[src/rtl/osrb_pkg.sv]
// constants, register map and timing shared by both ends of the sensor register link
//
// Notes on behaviour
// - host writes key 0x5A to 0x09 first
// - page select 0x01 at 0x7F selects page one
// - page select 0x00 returns to page zero
// - host never writes undefined register addresses
// - product code split across offsets 0x00, 0x01
// - power-down entered within 1.9 ms of request
// - contact indication valid 10 to 38 ms after power
// - host waits 2.75 us between address and data
// - host idles link 1 us before next transaction
// - watchdog drops stalled serial transaction after 1 ms
// - wakeup interrupt 310 us after wake request
// - strap chooses I2C, 4-wire or 2-wire SPI; the strap only sets link_mode, the link always runs 4-wire
package osrb_pkg;
   // ----------------------------------------
   // register map
   // ----------------------------------------
   localparam logic [6:0] A_PCODE_HI  = 7'h00;
   localparam logic [6:0] A_PCODE_LO  = 7'h01;
   localparam logic [6:0] A_OPMODE    = 7'h05;
   localparam logic [6:0] A_CONFIG    = 7'h06;
   localparam logic [6:0] A_UNLOCK    = 7'h09;
   localparam logic [6:0] A_SLEEP1    = 7'h0A;
   localparam logic [6:0] A_ENTER     = 7'h0B;
   localparam logic [6:0] A_SLEEP2    = 7'h0C;
   localparam logic [6:0] A_AE_EN     = 7'h20;
   localparam logic [6:0] A_EXPO_L    = 7'h32;
   localparam logic [6:0] A_EXPO_H    = 7'h33;
   localparam logic [6:0] A_CRES      = 7'h4D;
   localparam logic [6:0] A_CSTAT     = 7'h59;
   localparam logic [6:0] A_PULSE_A   = 7'h1A;
   localparam logic [6:0] A_FMEAN     = 7'h1B;
   localparam logic [6:0] A_PULSE_C   = 7'h1C;
   localparam logic [6:0] A_CTH       = 7'h23;
   localparam logic [6:0] A_CTH_L     = 7'h25;
   localparam logic [6:0] A_CTH_H     = 7'h26;
   localparam logic [6:0] A_EMIT      = 7'h38;
   localparam logic [6:0] A_RAW_A     = 7'h64;
   localparam logic [6:0] A_RAW_B     = 7'h65;
   localparam logic [6:0] A_RAW_C     = 7'h66;
   localparam logic [6:0] A_RAW_D     = 7'h67;
   localparam logic [6:0] A_PVALID    = 7'h68;
   localparam logic [6:0] A_PAGE      = 7'h7F;
   localparam logic [7:0] UNLOCK_KEY  = 8'h5A;
   localparam logic [7:0] PAGE_ZERO   = 8'h00;
   localparam logic [7:0] PAGE_ONE    = 8'h01;
   // ----------------------------------------
   // reset values and fields
   // ----------------------------------------
   localparam logic [7:0] R_OPMODE    = 8'hB8;
   localparam logic [7:0] R_CONFIG    = 8'h02;
   localparam logic [7:0] R_UNLOCK    = 8'h00;
   localparam logic [7:0] R_SLEEP1    = 8'h21;
   localparam logic [7:0] R_ENTER     = 8'h37;
   localparam logic [7:0] R_SLEEP2    = 8'h71;
   localparam logic [7:0] R_AE_EN     = 8'h0F;
   localparam logic [7:0] R_CRES      = 8'h1A;
   localparam logic [7:0] R_CTH       = 8'h28;
   localparam logic [7:0] R_CTH_L     = 8'h00;
   localparam logic [7:0] R_CTH_H     = 8'h02;
   localparam logic [7:0] R_EMIT      = 8'hF2;
   localparam int         CFG_PD_BIT  = 3;
   localparam int         WR_FLAG_BIT = 7;
   // strap codes: low, floating, high
   localparam logic [1:0] MODE_I2C    = 2'h0;
   localparam logic [1:0] MODE_SPI4   = 2'h1;
   localparam logic [1:0] MODE_SPI2   = 2'h2;
   // ----------------------------------------
   // timing, 50 MHz core clock
   // ----------------------------------------
   localparam int CLK_NS       = 20;
   localparam int T_DELAY_NS   = 2750;
   localparam int T_RESYNC_NS  = 1000;
   localparam int T_SCLK_H_NS  = 500;
   localparam int T_PD_MAX_NS  = 1900000;
   localparam int T_PU_MIN_NS  = 10000000;
   localparam int T_WDOG_NS    = 1000000;
   localparam int T_WAKE_NS    = 310000;
   localparam int DELAY_CYC    = (T_DELAY_NS + CLK_NS - 1) / CLK_NS;
   localparam int RESYNC_CYC   = (T_RESYNC_NS + CLK_NS - 1) / CLK_NS;
   localparam int SCLK_H_CYC   = (T_SCLK_H_NS + CLK_NS - 1) / CLK_NS;
   localparam int PD_CYC       = T_PD_MAX_NS / CLK_NS;
   localparam int PU_CYC       = (T_PU_MIN_NS + CLK_NS - 1) / CLK_NS;
   localparam int WDOG_CYC     = T_WDOG_NS / CLK_NS;
   localparam int WAKE_CYC     = T_WAKE_NS / CLK_NS;

   // true for every address that exists in the selected page
   function automatic logic reg_defined(input logic pg, input logic [6:0] a);
      if (a == A_PAGE)
         return 1'b1;
      if (!pg)
         return a inside {A_PCODE_HI, A_PCODE_LO, A_OPMODE, A_CONFIG, A_UNLOCK,
                          A_SLEEP1, A_ENTER, A_SLEEP2, A_AE_EN, A_EXPO_L,
                          A_EXPO_H, A_CRES, A_CSTAT};
      return (a inside {A_PULSE_A, A_FMEAN, A_PULSE_C, A_CTH, A_CTH_L, A_CTH_H,
                        A_EMIT, A_PVALID}) || (a >= A_RAW_A && a <= A_RAW_D);
   endfunction
endpackage

[src/rtl/osrb_link_if.sv]
// serial link between the host end and the sensor register end
`timescale 1ns/1ps
interface osrb_link_if;
   logic sclk;
   logic cs_n;
   logic mosi;
   logic miso;
   logic miso_oe;

   modport dev
   (
      input  sclk,
      input  cs_n,
      input  mosi,
      output miso,
      output miso_oe
   );

   modport host
   (
      output sclk,
      output cs_n,
      output mosi,
      input  miso,
      input  miso_oe
   );
endinterface

[src/rtl/osrb_dev.sv]
// sensor-side register bank with serial slave, power and wake timing
`timescale 1ns/1ps
module osrb_dev
   import osrb_pkg::*;
#(
   parameter logic [11:0] PRODUCT_CODE     = 12'h0A5C, // arbitrary
   parameter logic [3:0]  SILICON_REVISION = 4'h1,     // arbitrary
   parameter int          PD_LAT           = PD_CYC,
   parameter int          PU_LAT           = PU_CYC,
   parameter int          WDOG_LAT         = WDOG_CYC,
   parameter int          WAKE_LAT         = WAKE_CYC
)
(
   // clock and reset
   input  wire logic       core_clk,
   input  wire logic       srst,
   // link
   osrb_link_if.dev        lnk,
   // strap
   input  wire logic [1:0] interface_select_strap,
   output logic [1:0]      link_mode,
   // sensor results
   input  wire logic [15:0] exposure_time,
   input  wire logic [7:0]  contact_status,
   input  wire logic [7:0]  pulse_a,
   input  wire logic [7:0]  frame_mean,
   input  wire logic [7:0]  pulse_c,
   input  wire logic [31:0] pulse_raw,
   input  wire logic [7:0]  pulse_valid,
   // power and wake
   input  wire logic       wake_req,
   output logic            power_down,
   output logic            contact_valid,
   output logic            wake_irq,
   // configuration seen by the sensor core
   output logic [7:0]      opmode,
   output logic [7:0]      config_bits
);
   import osrb_pkg::*;

   typedef enum logic [3:0]
   {
      D_IDLE  = 4'b0001,
      D_ADDR  = 4'b0010,
      D_DATA  = 4'b0100,
      D_ABORT = 4'b1000
   } osrb_dst_e;

   // ----------------------------------------
   // pin synchronisers
   // ----------------------------------------
   logic [2:0] sck_s, cs_s, mo_s;
   logic       sck_f, cs_f, mo_f;
   logic       sck_rise, sck_fall;
   logic       sck_f_q, cs_f_q;

   always_ff @(posedge core_clk)
   begin
      if (srst)
      begin
         sck_s <= 3'h0;
         cs_s  <= 3'h7;
         mo_s  <= 3'h0;
      end
      else
      begin
         sck_s <= {sck_s[1:0], lnk.sclk};
         cs_s  <= {cs_s[1:0], lnk.cs_n};
         mo_s  <= {mo_s[1:0], lnk.mosi};
      end
   end

   // a level counts once the second and third stages agree
   always_ff @(posedge core_clk)
   begin
      if (srst)
      begin
         sck_f_q <= 1'b0;
         cs_f_q  <= 1'b1;
         mo_f    <= 1'b0;
      end
      else
      begin
         if (sck_s[1] == sck_s[2])
            sck_f_q <= sck_s[2];
         if (cs_s[1] == cs_s[2])
            cs_f_q <= cs_s[2];
         if (mo_s[1] == mo_s[2])
            mo_f <= mo_s[2];
      end
   end

   assign sck_f = sck_s[2];
   assign cs_f  = cs_s[2];
   assign sck_rise = (sck_f == sck_s[1]) && sck_f && !sck_f_q;
   assign sck_fall = (sck_f == sck_s[1]) && !sck_f && sck_f_q;

   // ----------------------------------------
   // frame sequencing
   // ----------------------------------------
   osrb_dst_e  st_q;
   logic [2:0] bit_q;
   logic [7:0] sh_q;
   logic [7:0] cmd_q;
   logic [7:0] rd_q;
   logic       dshift_q;
   logic [31:0] wd_q;
   logic       wr_go;
   logic [7:0] rd_d;
   logic       cs_act;

   assign cs_act = !cs_f_q && !((cs_f == cs_s[1]) && cs_f);

   // watchdog restarts on every clock edge of the link
   always_ff @(posedge core_clk)
   begin
      if (srst || cs_f_q || sck_rise || sck_fall)
         wd_q <= 32'h0000_0000;
      else if (wd_q < 32'(WDOG_LAT))
         wd_q <= wd_q + 32'h0000_0001;
   end

   always_ff @(posedge core_clk)
   begin
      if (srst)
         st_q <= D_IDLE;
      else if (!cs_act)
         st_q <= D_IDLE;
      else
         unique case (st_q)
            D_IDLE:  st_q <= D_ADDR;
            D_ADDR:  if (wd_q == 32'(WDOG_LAT))
                        st_q <= D_ABORT;
                     else if (sck_rise && bit_q == 3'h7)
                        st_q <= D_DATA;
            D_DATA:  if (wd_q == 32'(WDOG_LAT))
                        st_q <= D_ABORT;
                     else if (sck_rise && bit_q == 3'h7)
                        st_q <= D_IDLE;
            D_ABORT: st_q <= D_ABORT;
         endcase
   end

   always_ff @(posedge core_clk)
   begin
      if (srst || st_q == D_IDLE)
      begin
         bit_q <= 3'h0;
         sh_q  <= 8'h00;
      end
      else if (sck_rise)
      begin
         bit_q <= bit_q + 3'h1;
         sh_q  <= {sh_q[6:0], mo_f};
      end
   end

   always_ff @(posedge core_clk)
   begin
      if (srst)
         cmd_q <= 8'h00;
      else if (st_q == D_ADDR && sck_rise && bit_q == 3'h7)
         cmd_q <= {sh_q[6:0], mo_f};
   end

   // read data is captured when the address completes and shifted out msb first
   always_ff @(posedge core_clk)
   begin
      if (srst)
      begin
         rd_q     <= 8'h00;
         dshift_q <= 1'b0;
      end
      else if (st_q == D_ADDR && sck_rise && bit_q == 3'h7)
      begin
         rd_q     <= rd_d;
         dshift_q <= 1'b0;
      end
      else if (st_q == D_DATA && sck_rise)
         dshift_q <= 1'b1;
      else if (st_q == D_DATA && sck_fall && dshift_q)
         rd_q <= {rd_q[6:0], 1'b0};
   end

   assign lnk.miso    = rd_q[7];
   assign lnk.miso_oe = (st_q == D_DATA) && !cmd_q[WR_FLAG_BIT];

   assign wr_go = st_q == D_DATA && sck_rise && bit_q == 3'h7 && cmd_q[WR_FLAG_BIT];

   // ----------------------------------------
   // register file
   // ----------------------------------------
   logic [7:0] page_q, unlock_q, sleep1_q, enter_q, sleep2_q, ae_q, cres_q;
   logic [7:0] cth_q, cthl_q, cthh_q;
   logic [7:0] wdat;
   logic [6:0] wadr;
   logic       pg;
   logic       wr_ok;

   assign wdat = {sh_q[6:0], mo_f};
   assign wadr = cmd_q[6:0];
   assign pg   = page_q == PAGE_ONE;
   // locked writes are dropped, but the key and page registers stay open
   assign wr_ok = wr_go && (unlock_q == UNLOCK_KEY || wadr == A_UNLOCK
                            || wadr == A_PAGE);

   always_ff @(posedge core_clk)
   begin
      if (srst)
      begin
         page_q   <= PAGE_ZERO;
         unlock_q <= R_UNLOCK;
         opmode   <= R_OPMODE;
         config_bits <= R_CONFIG;
         sleep1_q <= R_SLEEP1;
         enter_q  <= R_ENTER;
         sleep2_q <= R_SLEEP2;
         ae_q     <= R_AE_EN;
         cres_q   <= R_CRES;
         cth_q    <= R_CTH;
         cthl_q   <= R_CTH_L;
         cthh_q   <= R_CTH_H;
      end
      else if (wr_ok)
      begin
         if (wadr == A_PAGE && (wdat == PAGE_ZERO || wdat == PAGE_ONE))
            page_q <= wdat;
         else if (!pg)
            unique case (wadr)
               A_UNLOCK: unlock_q <= wdat;
               A_OPMODE: opmode <= wdat;
               A_CONFIG: config_bits <= wdat;
               A_SLEEP1: sleep1_q <= wdat;
               A_ENTER:  enter_q <= wdat;
               A_SLEEP2: sleep2_q <= wdat;
               A_AE_EN:  ae_q <= wdat;
               A_CRES:   cres_q <= wdat;
               default:  ;
            endcase
         else
            unique case (wadr)
               A_CTH:   cth_q <= wdat;
               A_CTH_L: cthl_q <= wdat;
               A_CTH_H: cthh_q <= wdat;
               default: ;
            endcase
      end
   end

   always_comb
   begin
      rd_d = 8'h00;
      if ({sh_q[6:0], mo_f} == {1'b0, A_PAGE})
         rd_d = page_q;
      else if (!pg)
         unique case ({sh_q[5:0], mo_f})
            A_PCODE_HI: rd_d = PRODUCT_CODE[11:4];
            A_PCODE_LO: rd_d = {PRODUCT_CODE[3:0], SILICON_REVISION};
            A_OPMODE:   rd_d = opmode;
            A_CONFIG:   rd_d = config_bits;
            A_UNLOCK:   rd_d = unlock_q;
            A_SLEEP1:   rd_d = sleep1_q;
            A_ENTER:    rd_d = enter_q;
            A_SLEEP2:   rd_d = sleep2_q;
            A_AE_EN:    rd_d = ae_q;
            A_EXPO_L:   rd_d = exposure_time[7:0];
            A_EXPO_H:   rd_d = exposure_time[15:8];
            A_CRES:     rd_d = cres_q;
            A_CSTAT:    rd_d = contact_valid ? contact_status : 8'h00;
            default:    rd_d = 8'h00;
         endcase
      else
         unique case ({sh_q[5:0], mo_f})
            A_PULSE_A:  rd_d = pulse_a;
            A_FMEAN:    rd_d = frame_mean;
            A_PULSE_C:  rd_d = pulse_c;
            A_CTH:      rd_d = cth_q;
            A_CTH_L:    rd_d = cthl_q;
            A_CTH_H:    rd_d = cthh_q;
            A_EMIT:     rd_d = R_EMIT;
            A_RAW_A:    rd_d = pulse_raw[7:0];
            A_RAW_B:    rd_d = pulse_raw[15:8];
            A_RAW_C:    rd_d = pulse_raw[23:16];
            A_RAW_D:    rd_d = pulse_raw[31:24];
            A_PVALID:   rd_d = pulse_valid;
            default:    rd_d = 8'h00;
         endcase
   end

   // ----------------------------------------
   // power, wake and strap timing
   // ----------------------------------------
   logic [31:0] pd_q, pu_q, wk_q;
   logic        wk_run_q, strap_done_q;

   always_ff @(posedge core_clk)
   begin
      if (srst || !config_bits[CFG_PD_BIT])
      begin
         pd_q       <= 32'h0000_0000;
         power_down <= 1'b0;
      end
      else if (pd_q < 32'(PD_LAT - 1))
         pd_q <= pd_q + 32'h0000_0001;
      else
         power_down <= 1'b1;
   end

   // contact indication is held off for the least power-up time
   always_ff @(posedge core_clk)
   begin
      if (srst)
      begin
         pu_q          <= 32'h0000_0000;
         contact_valid <= 1'b0;
      end
      else if (pu_q < 32'(PU_LAT - 1))
         pu_q <= pu_q + 32'h0000_0001;
      else
         contact_valid <= 1'b1;
   end

   always_ff @(posedge core_clk)
   begin
      if (srst)
      begin
         wk_q     <= 32'h0000_0000;
         wk_run_q <= 1'b0;
         wake_irq <= 1'b0;
      end
      else
      begin
         wake_irq <= 1'b0;
         if (wake_req && !wk_run_q)
         begin
            wk_run_q <= 1'b1;
            wk_q     <= 32'h0000_0000;
         end
         else if (wk_run_q && wk_q == 32'(WAKE_LAT - 2))
         begin
            wk_run_q <= 1'b0;
            wake_irq <= 1'b1;
         end
         else if (wk_run_q)
            wk_q <= wk_q + 32'h0000_0001;
      end
   end

   // the strap is a pin: three stages, free running so they settle during reset
   logic [1:0] strap_s0, strap_s1, strap_s2;

   always_ff @(posedge core_clk)
   begin
      strap_s0 <= interface_select_strap;
      strap_s1 <= strap_s0;
      strap_s2 <= strap_s1;
   end

   // the strap is caught once after reset release, when the last two stages agree
   always_ff @(posedge core_clk)
   begin
      if (srst)
      begin
         strap_done_q <= 1'b0;
         link_mode    <= MODE_SPI4;
      end
      else if (!strap_done_q && strap_s1 == strap_s2)
      begin
         strap_done_q <= 1'b1;
         link_mode    <= strap_s2;
      end
   end
endmodule // osrb_dev

[src/flat_wrapper.sv]
// flat-port wrapper written by rule: the top's interface ports become plain ports
module osrb_dev_flat import osrb_pkg::*;
#(
   parameter logic [11:0] PRODUCT_CODE     = 12'h0A5C,             
   parameter logic [3:0]  SILICON_REVISION = 4'h1,                 
   parameter int          PD_LAT           = PD_CYC,
   parameter int          PU_LAT           = PU_CYC,
   parameter int          WDOG_LAT         = WDOG_CYC,
   parameter int          WAKE_LAT         = WAKE_CYC
)
  (core_clk, srst, interface_select_strap, link_mode, exposure_time, contact_status, pulse_a, frame_mean, pulse_c, pulse_raw, pulse_valid, wake_req, power_down, contact_valid, wake_irq, opmode, config_bits, lnk_sclk, lnk_cs_n, lnk_mosi, lnk_miso, lnk_miso_oe);
  osrb_link_if lnk_i ();
  input  wire logic core_clk;
  input  wire logic srst;
  input  wire logic [1:0] interface_select_strap;
  output logic [1:0] link_mode;
  input  wire logic [15:0] exposure_time;
  input  wire logic [7:0] contact_status;
  input  wire logic [7:0] pulse_a;
  input  wire logic [7:0] frame_mean;
  input  wire logic [7:0] pulse_c;
  input  wire logic [31:0] pulse_raw;
  input  wire logic [7:0] pulse_valid;
  input  wire logic wake_req;
  output logic power_down;
  output logic contact_valid;
  output logic wake_irq;
  output logic [7:0] opmode;
  output logic [7:0] config_bits;
  input wire logic [$bits(lnk_i.sclk)-1:0] lnk_sclk;
  input wire logic [$bits(lnk_i.cs_n)-1:0] lnk_cs_n;
  input wire logic [$bits(lnk_i.mosi)-1:0] lnk_mosi;
  output wire logic [$bits(lnk_i.miso)-1:0] lnk_miso;
  output wire logic [$bits(lnk_i.miso_oe)-1:0] lnk_miso_oe;
  assign lnk_i.sclk = lnk_sclk;
  assign lnk_i.cs_n = lnk_cs_n;
  assign lnk_i.mosi = lnk_mosi;
  assign lnk_miso = lnk_i.miso;
  assign lnk_miso_oe = lnk_i.miso_oe;
  osrb_dev #(.PRODUCT_CODE(PRODUCT_CODE), .SILICON_REVISION(SILICON_REVISION), .PD_LAT(PD_LAT), .PU_LAT(PU_LAT), .WDOG_LAT(WDOG_LAT), .WAKE_LAT(WAKE_LAT)) u_core (.core_clk(core_clk), .srst(srst), .lnk(lnk_i), .interface_select_strap(interface_select_strap), .link_mode(link_mode), .exposure_time(exposure_time), .contact_status(contact_status), .pulse_a(pulse_a), .frame_mean(frame_mean), .pulse_c(pulse_c), .pulse_raw(pulse_raw), .pulse_valid(pulse_valid), .wake_req(wake_req), .power_down(power_down), .contact_valid(contact_valid), .wake_irq(wake_irq), .opmode(opmode), .config_bits(config_bits));
endmodule
[config.mk]
export PLATFORM = sky130hd
export DESIGN_NAME = osrb_dev_flat
export DESIGN_NICKNAME = d
export VERILOG_FILES = /design/src/rtl/osrb_pkg.sv /design/src/rtl/osrb_link_if.sv /design/src/rtl/osrb_dev.sv /design/src/flat_wrapper.sv
export SDC_FILE = /design/constraint.sdc
export NUM_CORES = 1
export LEC_CHECK = 0
export BUFFER_PORTS_ARGS = -buffer_cell sky130_fd_sc_hd__buf_2
export CORE_UTILIZATION = 40
export DETAILED_ROUTE_END_ITERATION = 8
export GPL_TIMING_DRIVEN = 0
export HOLD_SLACK_MARGIN = 0.1
export PLACE_DENSITY = 0.69
export SLEW_MARGIN = 40
export SYNTH_ARGS = -nofsm -noshare
export SYNTH_HDL_FRONTEND = slang
export SYNTH_SLANG_ARGS = --single-unit
[constraint.sdc]
create_clock -name core_clk -period 5.6 [get_ports core_clk]
set_clock_uncertainty 0.1 [all_clocks]
set_input_delay 0.28 -clock core_clk [delete_from_list [all_inputs] [get_ports core_clk]]
set_output_delay 0.28 -clock core_clk [all_outputs]
set_load 0.01 [all_outputs]
### Yosys cells after proc, flatten, opt, wreduce, memory -nomap -nowiden

Index checks and enable logic that the tools add are counted.
W data, S select, Z words.

* output and inout port bits: 23
* bits in registers: 280
* bits of input ports: 96
* logic and storage cells: 179

* multiplexer cells: 16
* order comparisons: 3
* bitwise operators: 4
* add/sub/neg operators: 5
* reduce and logical (&&, ||, !) cells: 58
* eq/ne operators: 56

Operator list (count)
* $add A32 B1 Y32 const B: 4
* $pmux W8 S13: 1
* $pmux W8 S12: 1
* $eq A7 B6 Y1 const B: 11
* $eq A7 B7 Y1 const B: 9
* $eq A7 B4 Y1 const B: 8
* $mux W8: 6
* $reduce_and A4 Y1: 11
* $eq A32 B14 Y1 const B: 1
* $eq A32 B16 Y1 const B: 1
* $lt A32 B16 Y1 const B: 1
* $lt A32 B17 Y1 const B: 1
* $lt A32 B19 Y1 const B: 1
* $eq A7 B3 Y1 const B: 4
* $eq A7 B5 Y1 const B: 3
* $logic_and A1 B1 Y1: 20
* $eq A8 B1 Y1 const B: 2
* $eq A8 B7 Y1 const B: 2
* $mux W4: 4
* $pmux W4 S4: 1
* $logic_not A1 Y1: 8
* $logic_not A8 Y1: 1
* $logic_or A1 B1 Y1: 8
* $reduce_and A2 Y1: 4
* 16 further kinds: 29

### Depth between registers and ports, before layout

* depth in word-level cells: 8
* gate-level depth with buffers: 10
* gate-level depth less buffers: 9

### Worst setup path before layout

Ideal clock, no wire load.

* kind: flip-flop to flip-flop
* start point: register u_core.sh_q[5]
* end point: register u_core.opmode[5]
* period minus slack after synthesis: 2.605 ns
* stages on the path, launching flop included: 11
* data required time: 5.380 ns
* library setup time: 0.120 ns
* slack: 2.995 ns
* arrival: 2.385 ns
* buffers on the path: 3
* cells stage by stage: dfxtp_1 > buf_6 > or3_1 > buf_6 > or4_4 > or3_4 > and4b_4 > nand4_4 > buf_8 > nor2_1 > a211o_1

* word-level cells in the longest chain between the ends: 5
* elaborated cells between the ends (all ways): 6
* those cells by class: eq/ne (1); bitwise (1); reduce/logical (4)

Ends and longest elaborated chain
* from (decl): line osrb_dev.sv:103 `logic [7:0] sh_q;`
* from (signal assigned): line osrb_dev.sv:154 `sh_q <= {sh_q[6:0], mo_f};`
* $eq A8 B1 Y1 or $logic_not A8 Y1 (tied branches): line osrb_dev.sv:226 `if (wadr == A_PAGE && (wdat == PAGE_ZERO || wdat == PAGE_ONE))`
* $logic_or A1 B1 Y1 (*): line osrb_dev.sv:226
* $logic_and A1 B1 Y1 (*): line osrb_dev.sv:226
* $not A1 Y1 (no line) (*)
* $reduce_and A4 Y1 (no line) (*)
* to (signal assigned): line osrb_dev.sv:231 `A_OPMODE: opmode <= wdat;`
* to (decl): line osrb_dev.sv:36 `output logic [7:0] opmode,`

Every way passes the cells marked *; elsewhere a longest branch is shown, timed or not.
A chain may end at the register's enable or synchronous reset.

### Worst setup path in the final report

* start point: register u_core.sh_q[1]
* end point: register u_core.rd_q[6]

* word-level cells in the longest chain between the ends: 5
* elaborated cells between the ends (all ways): 31
* those cells by class: eq/ne (25); mux (5); reduce/logical (1)

Ends and longest elaborated chain
* $eq A7 B7 Y1 (tied with other cells): line osrb_dev.sv:256 `unique case ({sh_q[5:0], mo_f})`
* $pmux W8 S13 or $pmux W8 S12 (tied branches): line osrb_dev.sv:256, osrb_dev.sv:273
* $mux W8: line osrb_dev.sv:255 `else if (!pg)`
* $mux W8 (*): line osrb_dev.sv:253 `if ({sh_q[6:0], mo_f} == {1'b0, A_PAGE})`
* $mux W8 (*): line osrb_dev.sv:174 `else if (st_q == D_ADDR && sck_rise && bit_q == 3'h7)`
* to (signal assigned): line osrb_dev.sv:176 `rd_q <= rd_d;`
* to (signal assigned): line osrb_dev.sv:182 `rd_q <= {rd_q[6:0], 1'b0};`
* to (decl): line osrb_dev.sv:105 `logic [7:0] rd_q;`

Marks and branches as above.

==> metrics.txt <==
share of layout cells above drive strength 1 0.145; fin nets 1,651; Reg clk slew, reported paths 0.06 ns; vias per cell 5.64; Final Util 0.481; H-tree levels 1; cells after synthesis 1,387; crit-path max cell delay 0.55 ns; xor and xnor area share after synthesis 0.0554; Synth Area per Inst 9.00 um^2; # Max-Cap Violations 0; Crit Path Class reg -> reg; Data required, critical path 5.88 ns; Yosys top cell area share 0.449; RSZ-0062 raised after global routing no; Hold WC Path Type reg -> reg; Final Setup Violations 0; post-route ant nets 0; VDD IR max 0.000215 V; Core Box Area 30,700 um^2; largest net degree at the start of global routing 15; CP cell instances buf_1 > nor2b_1 > and3_1 > clkbuf_1 > a221o_1 > a2111oi_0 > a31oi_1 > o21ai_0 > o221ai_1; Data arrival, critical path 4.07 ns; starting density of the core 0.407; synthesized area 12,500 um^2; Power Density 282 nW/um^2; aggregate routed wire length 36.2 mm; CP Launch Type flip-flop; Area contributors post-synth dfxtp_1, mux2i_1, nor2_1; ANT cells 0; CTS buffer count 29; PortBufs 117; Final Max Tran Viols 0; I/O pins 119; largest family of logic cells by synthesized area simple AND/OR/NAND/NOR gates; CTS Buffer Depth 3; leakage 5.46 nW; Layout area overhead 18.1%; worst-skew pair later-pin latency 0.56 ns; #FFs+latches synth 280; global route overflow 0; vias in the first global route 10,500; DRC 0; Worst Max-Slew Pin Slew 0.861 ns; ys flop type dfxtp_1; Synth Area in Adders 0.0110; die span in y 179 um; full die area 31,900 um^2; relative slew slack 0.418; Starting DRT DRC Count 1,038; drt wl/cell 18.5 um; Synth Area in Compound Gates 0.116; async set or reset register ratio after synthesis 0; initial antenna violation count 0; number of synthesized flops with an enable pin 0; commonest non-fill, non-tap cells in the layout dfxtp_1, nor2_1, buf_2, nand2_1, mux2i_1; largest fanout on the critical path 10; Yosys top cell by area dfxtp_1; Rows 64; post-synthesis mux area share 0.0724; Worst path slowest cell o21ai_0; post-synth net total 1,494; final hold violations 0; setup_tns 0 ns; YS warnings 0; All-Layer GR Usage 0.227; Final HPWL DP 26.2 mm; TritonRoute pass-1 iters 6; period utilization 0.676; commonest non-fill, non-tap cell in the layout dfxtp_1; endpoint class of the critical path flip-flop; sequential area share after synthesis 0.449; root buffer cell clkbuf_16; simple-gate share of the synthesized area 0.262; clock sinks 280; Final min period 3.79 ns; routed via count 11,100; first-pass GRT wire length 56.7 mm; f_max 264 MHz; Cell variety after synth 80; dpl cell area 13,600 um^2; status complete, no violations; die extent in x 179 um; design area 14,700 um^2; CTS tree built; placer congestion estimate 0.945; # fillers 2,956
critical path, delay by kind of cell (launching register included):
family	cells	cell delay [ns]
AOI/OAI and AO/OA	5	1.96
buffers and inverters	2	0.66
DFF	1	0.39
and+or+nand+nor	2	0.50
cell families after synthesis:
logic type / count (synthesis)
and+or+nand+nor: 620
DFF: 280
AOI/OAI and AO/OA: 205
buffers and inverters: 103
muxes: 89
xor gates and xnor gates: 79
adders and majority gates: 11
worst paths after layout:
check,start,endpoint,depth (start not counted),slack [ns]
worst min register to register,u_core.strap_s0[0],u_core.strap_s1[0],0,0.22
worst min-delay path,u_core.strap_s0[0],u_core.strap_s1[0],0,0.22
worst max-delay path,u_core.sh_q[1],u_core.rd_q[6],9,1.81
worst max register to register,u_core.sh_q[1],u_core.rd_q[6],9,1.81
cells in the mapped netlist, types with 12 or more instances:
library cell / n
xnor2_1: 24
and2_1: 20
and3_1: 47
dfxtp_1: 280
xor2_1: 55
inv_1: 20
nor3_1: 45
a21oi_1: 59
nand2b_1: 15
nor4_1: 26
nand3_1: 38
nor2_1: 208
clkbuf_1: 62
o21ai_0: 16
nand2_1: 79
nor2b_1: 31
a31oi_1: 12
nand4_1: 32
mux2i_1: 79
a22oi_1: 33
what timing repair did:
item | 4_1_cts | 5_1_grt
hold buffers | 6 | 0
hold endpoints to repair | 8 | 0
resized for setup | 0 | 0
buffers inserted | 0 | 0
endpoints found under the setup margin | 0 | 0
metal layers:
layer | vias to the layer above | routed length (um) | part of all wire | GRT usage
met1 | 5213 | 15700 | 0.43 | 0.297
met3 | 102 | 3000 | 0.083 | 0.0445
met5 | - | 0 | 0 | 0
met2 | 480 | 15800 | 0.44 | 0.360
met4 | 0 | 1700 | 0.047 | 0.103
li1 | 5272 | - | - | -
metrics by stage:
step | setup slack (ns) | std cells | power [mW] | hold slack (ns)
6_report | 1.81 | 1961 | 4.16 | 0.219
5_1_grt | 1.76 | 1961 | 4.28 | 0.242
4_1_cts | 2.01 | 1961 | 4.19 | 0.224
3_5_place_dp | 2.02 | 1903 | 2.16 | 0.214
3_3_place_gp | 1.67 | 1900 | 2.16 | 0.212
2_1_floorplan | 3.00 | 1387 | 2.10 | 0.208
power by group:
group	internal [mW]	leakage [nW]	switching (mW)
combinational	0.0460	2.71	0.0663
clock	1.23	0.490	0.807
sequential	2.00	2.26	0.00840
total	3.28	5.46	0.882
cell type report:
type | instances | area [um^2] | area share
multi-input combinational | 1004 | 6540 | 0.443
sequential | 280 | 5610 | 0.380
clock buffer | 37 | 796 | 0.0540
timing repair buffer | 126 | 663 | 0.0450
tap | 396 | 495 | 0.0336
buffer | 83 | 357 | 0.0242
clock inverter | 15 | 211 | 0.0143
inverter | 20 | 75.1 | 0.00509
state kept, by name, indices dropped and copies added (netlist names), 32 cells and up:
signal       cells
u_core.pd_q     32
u_core.pu_q     32
u_core.wd_q     32
u_core.wk_q     32
Power figures use the tool's default switching activity.
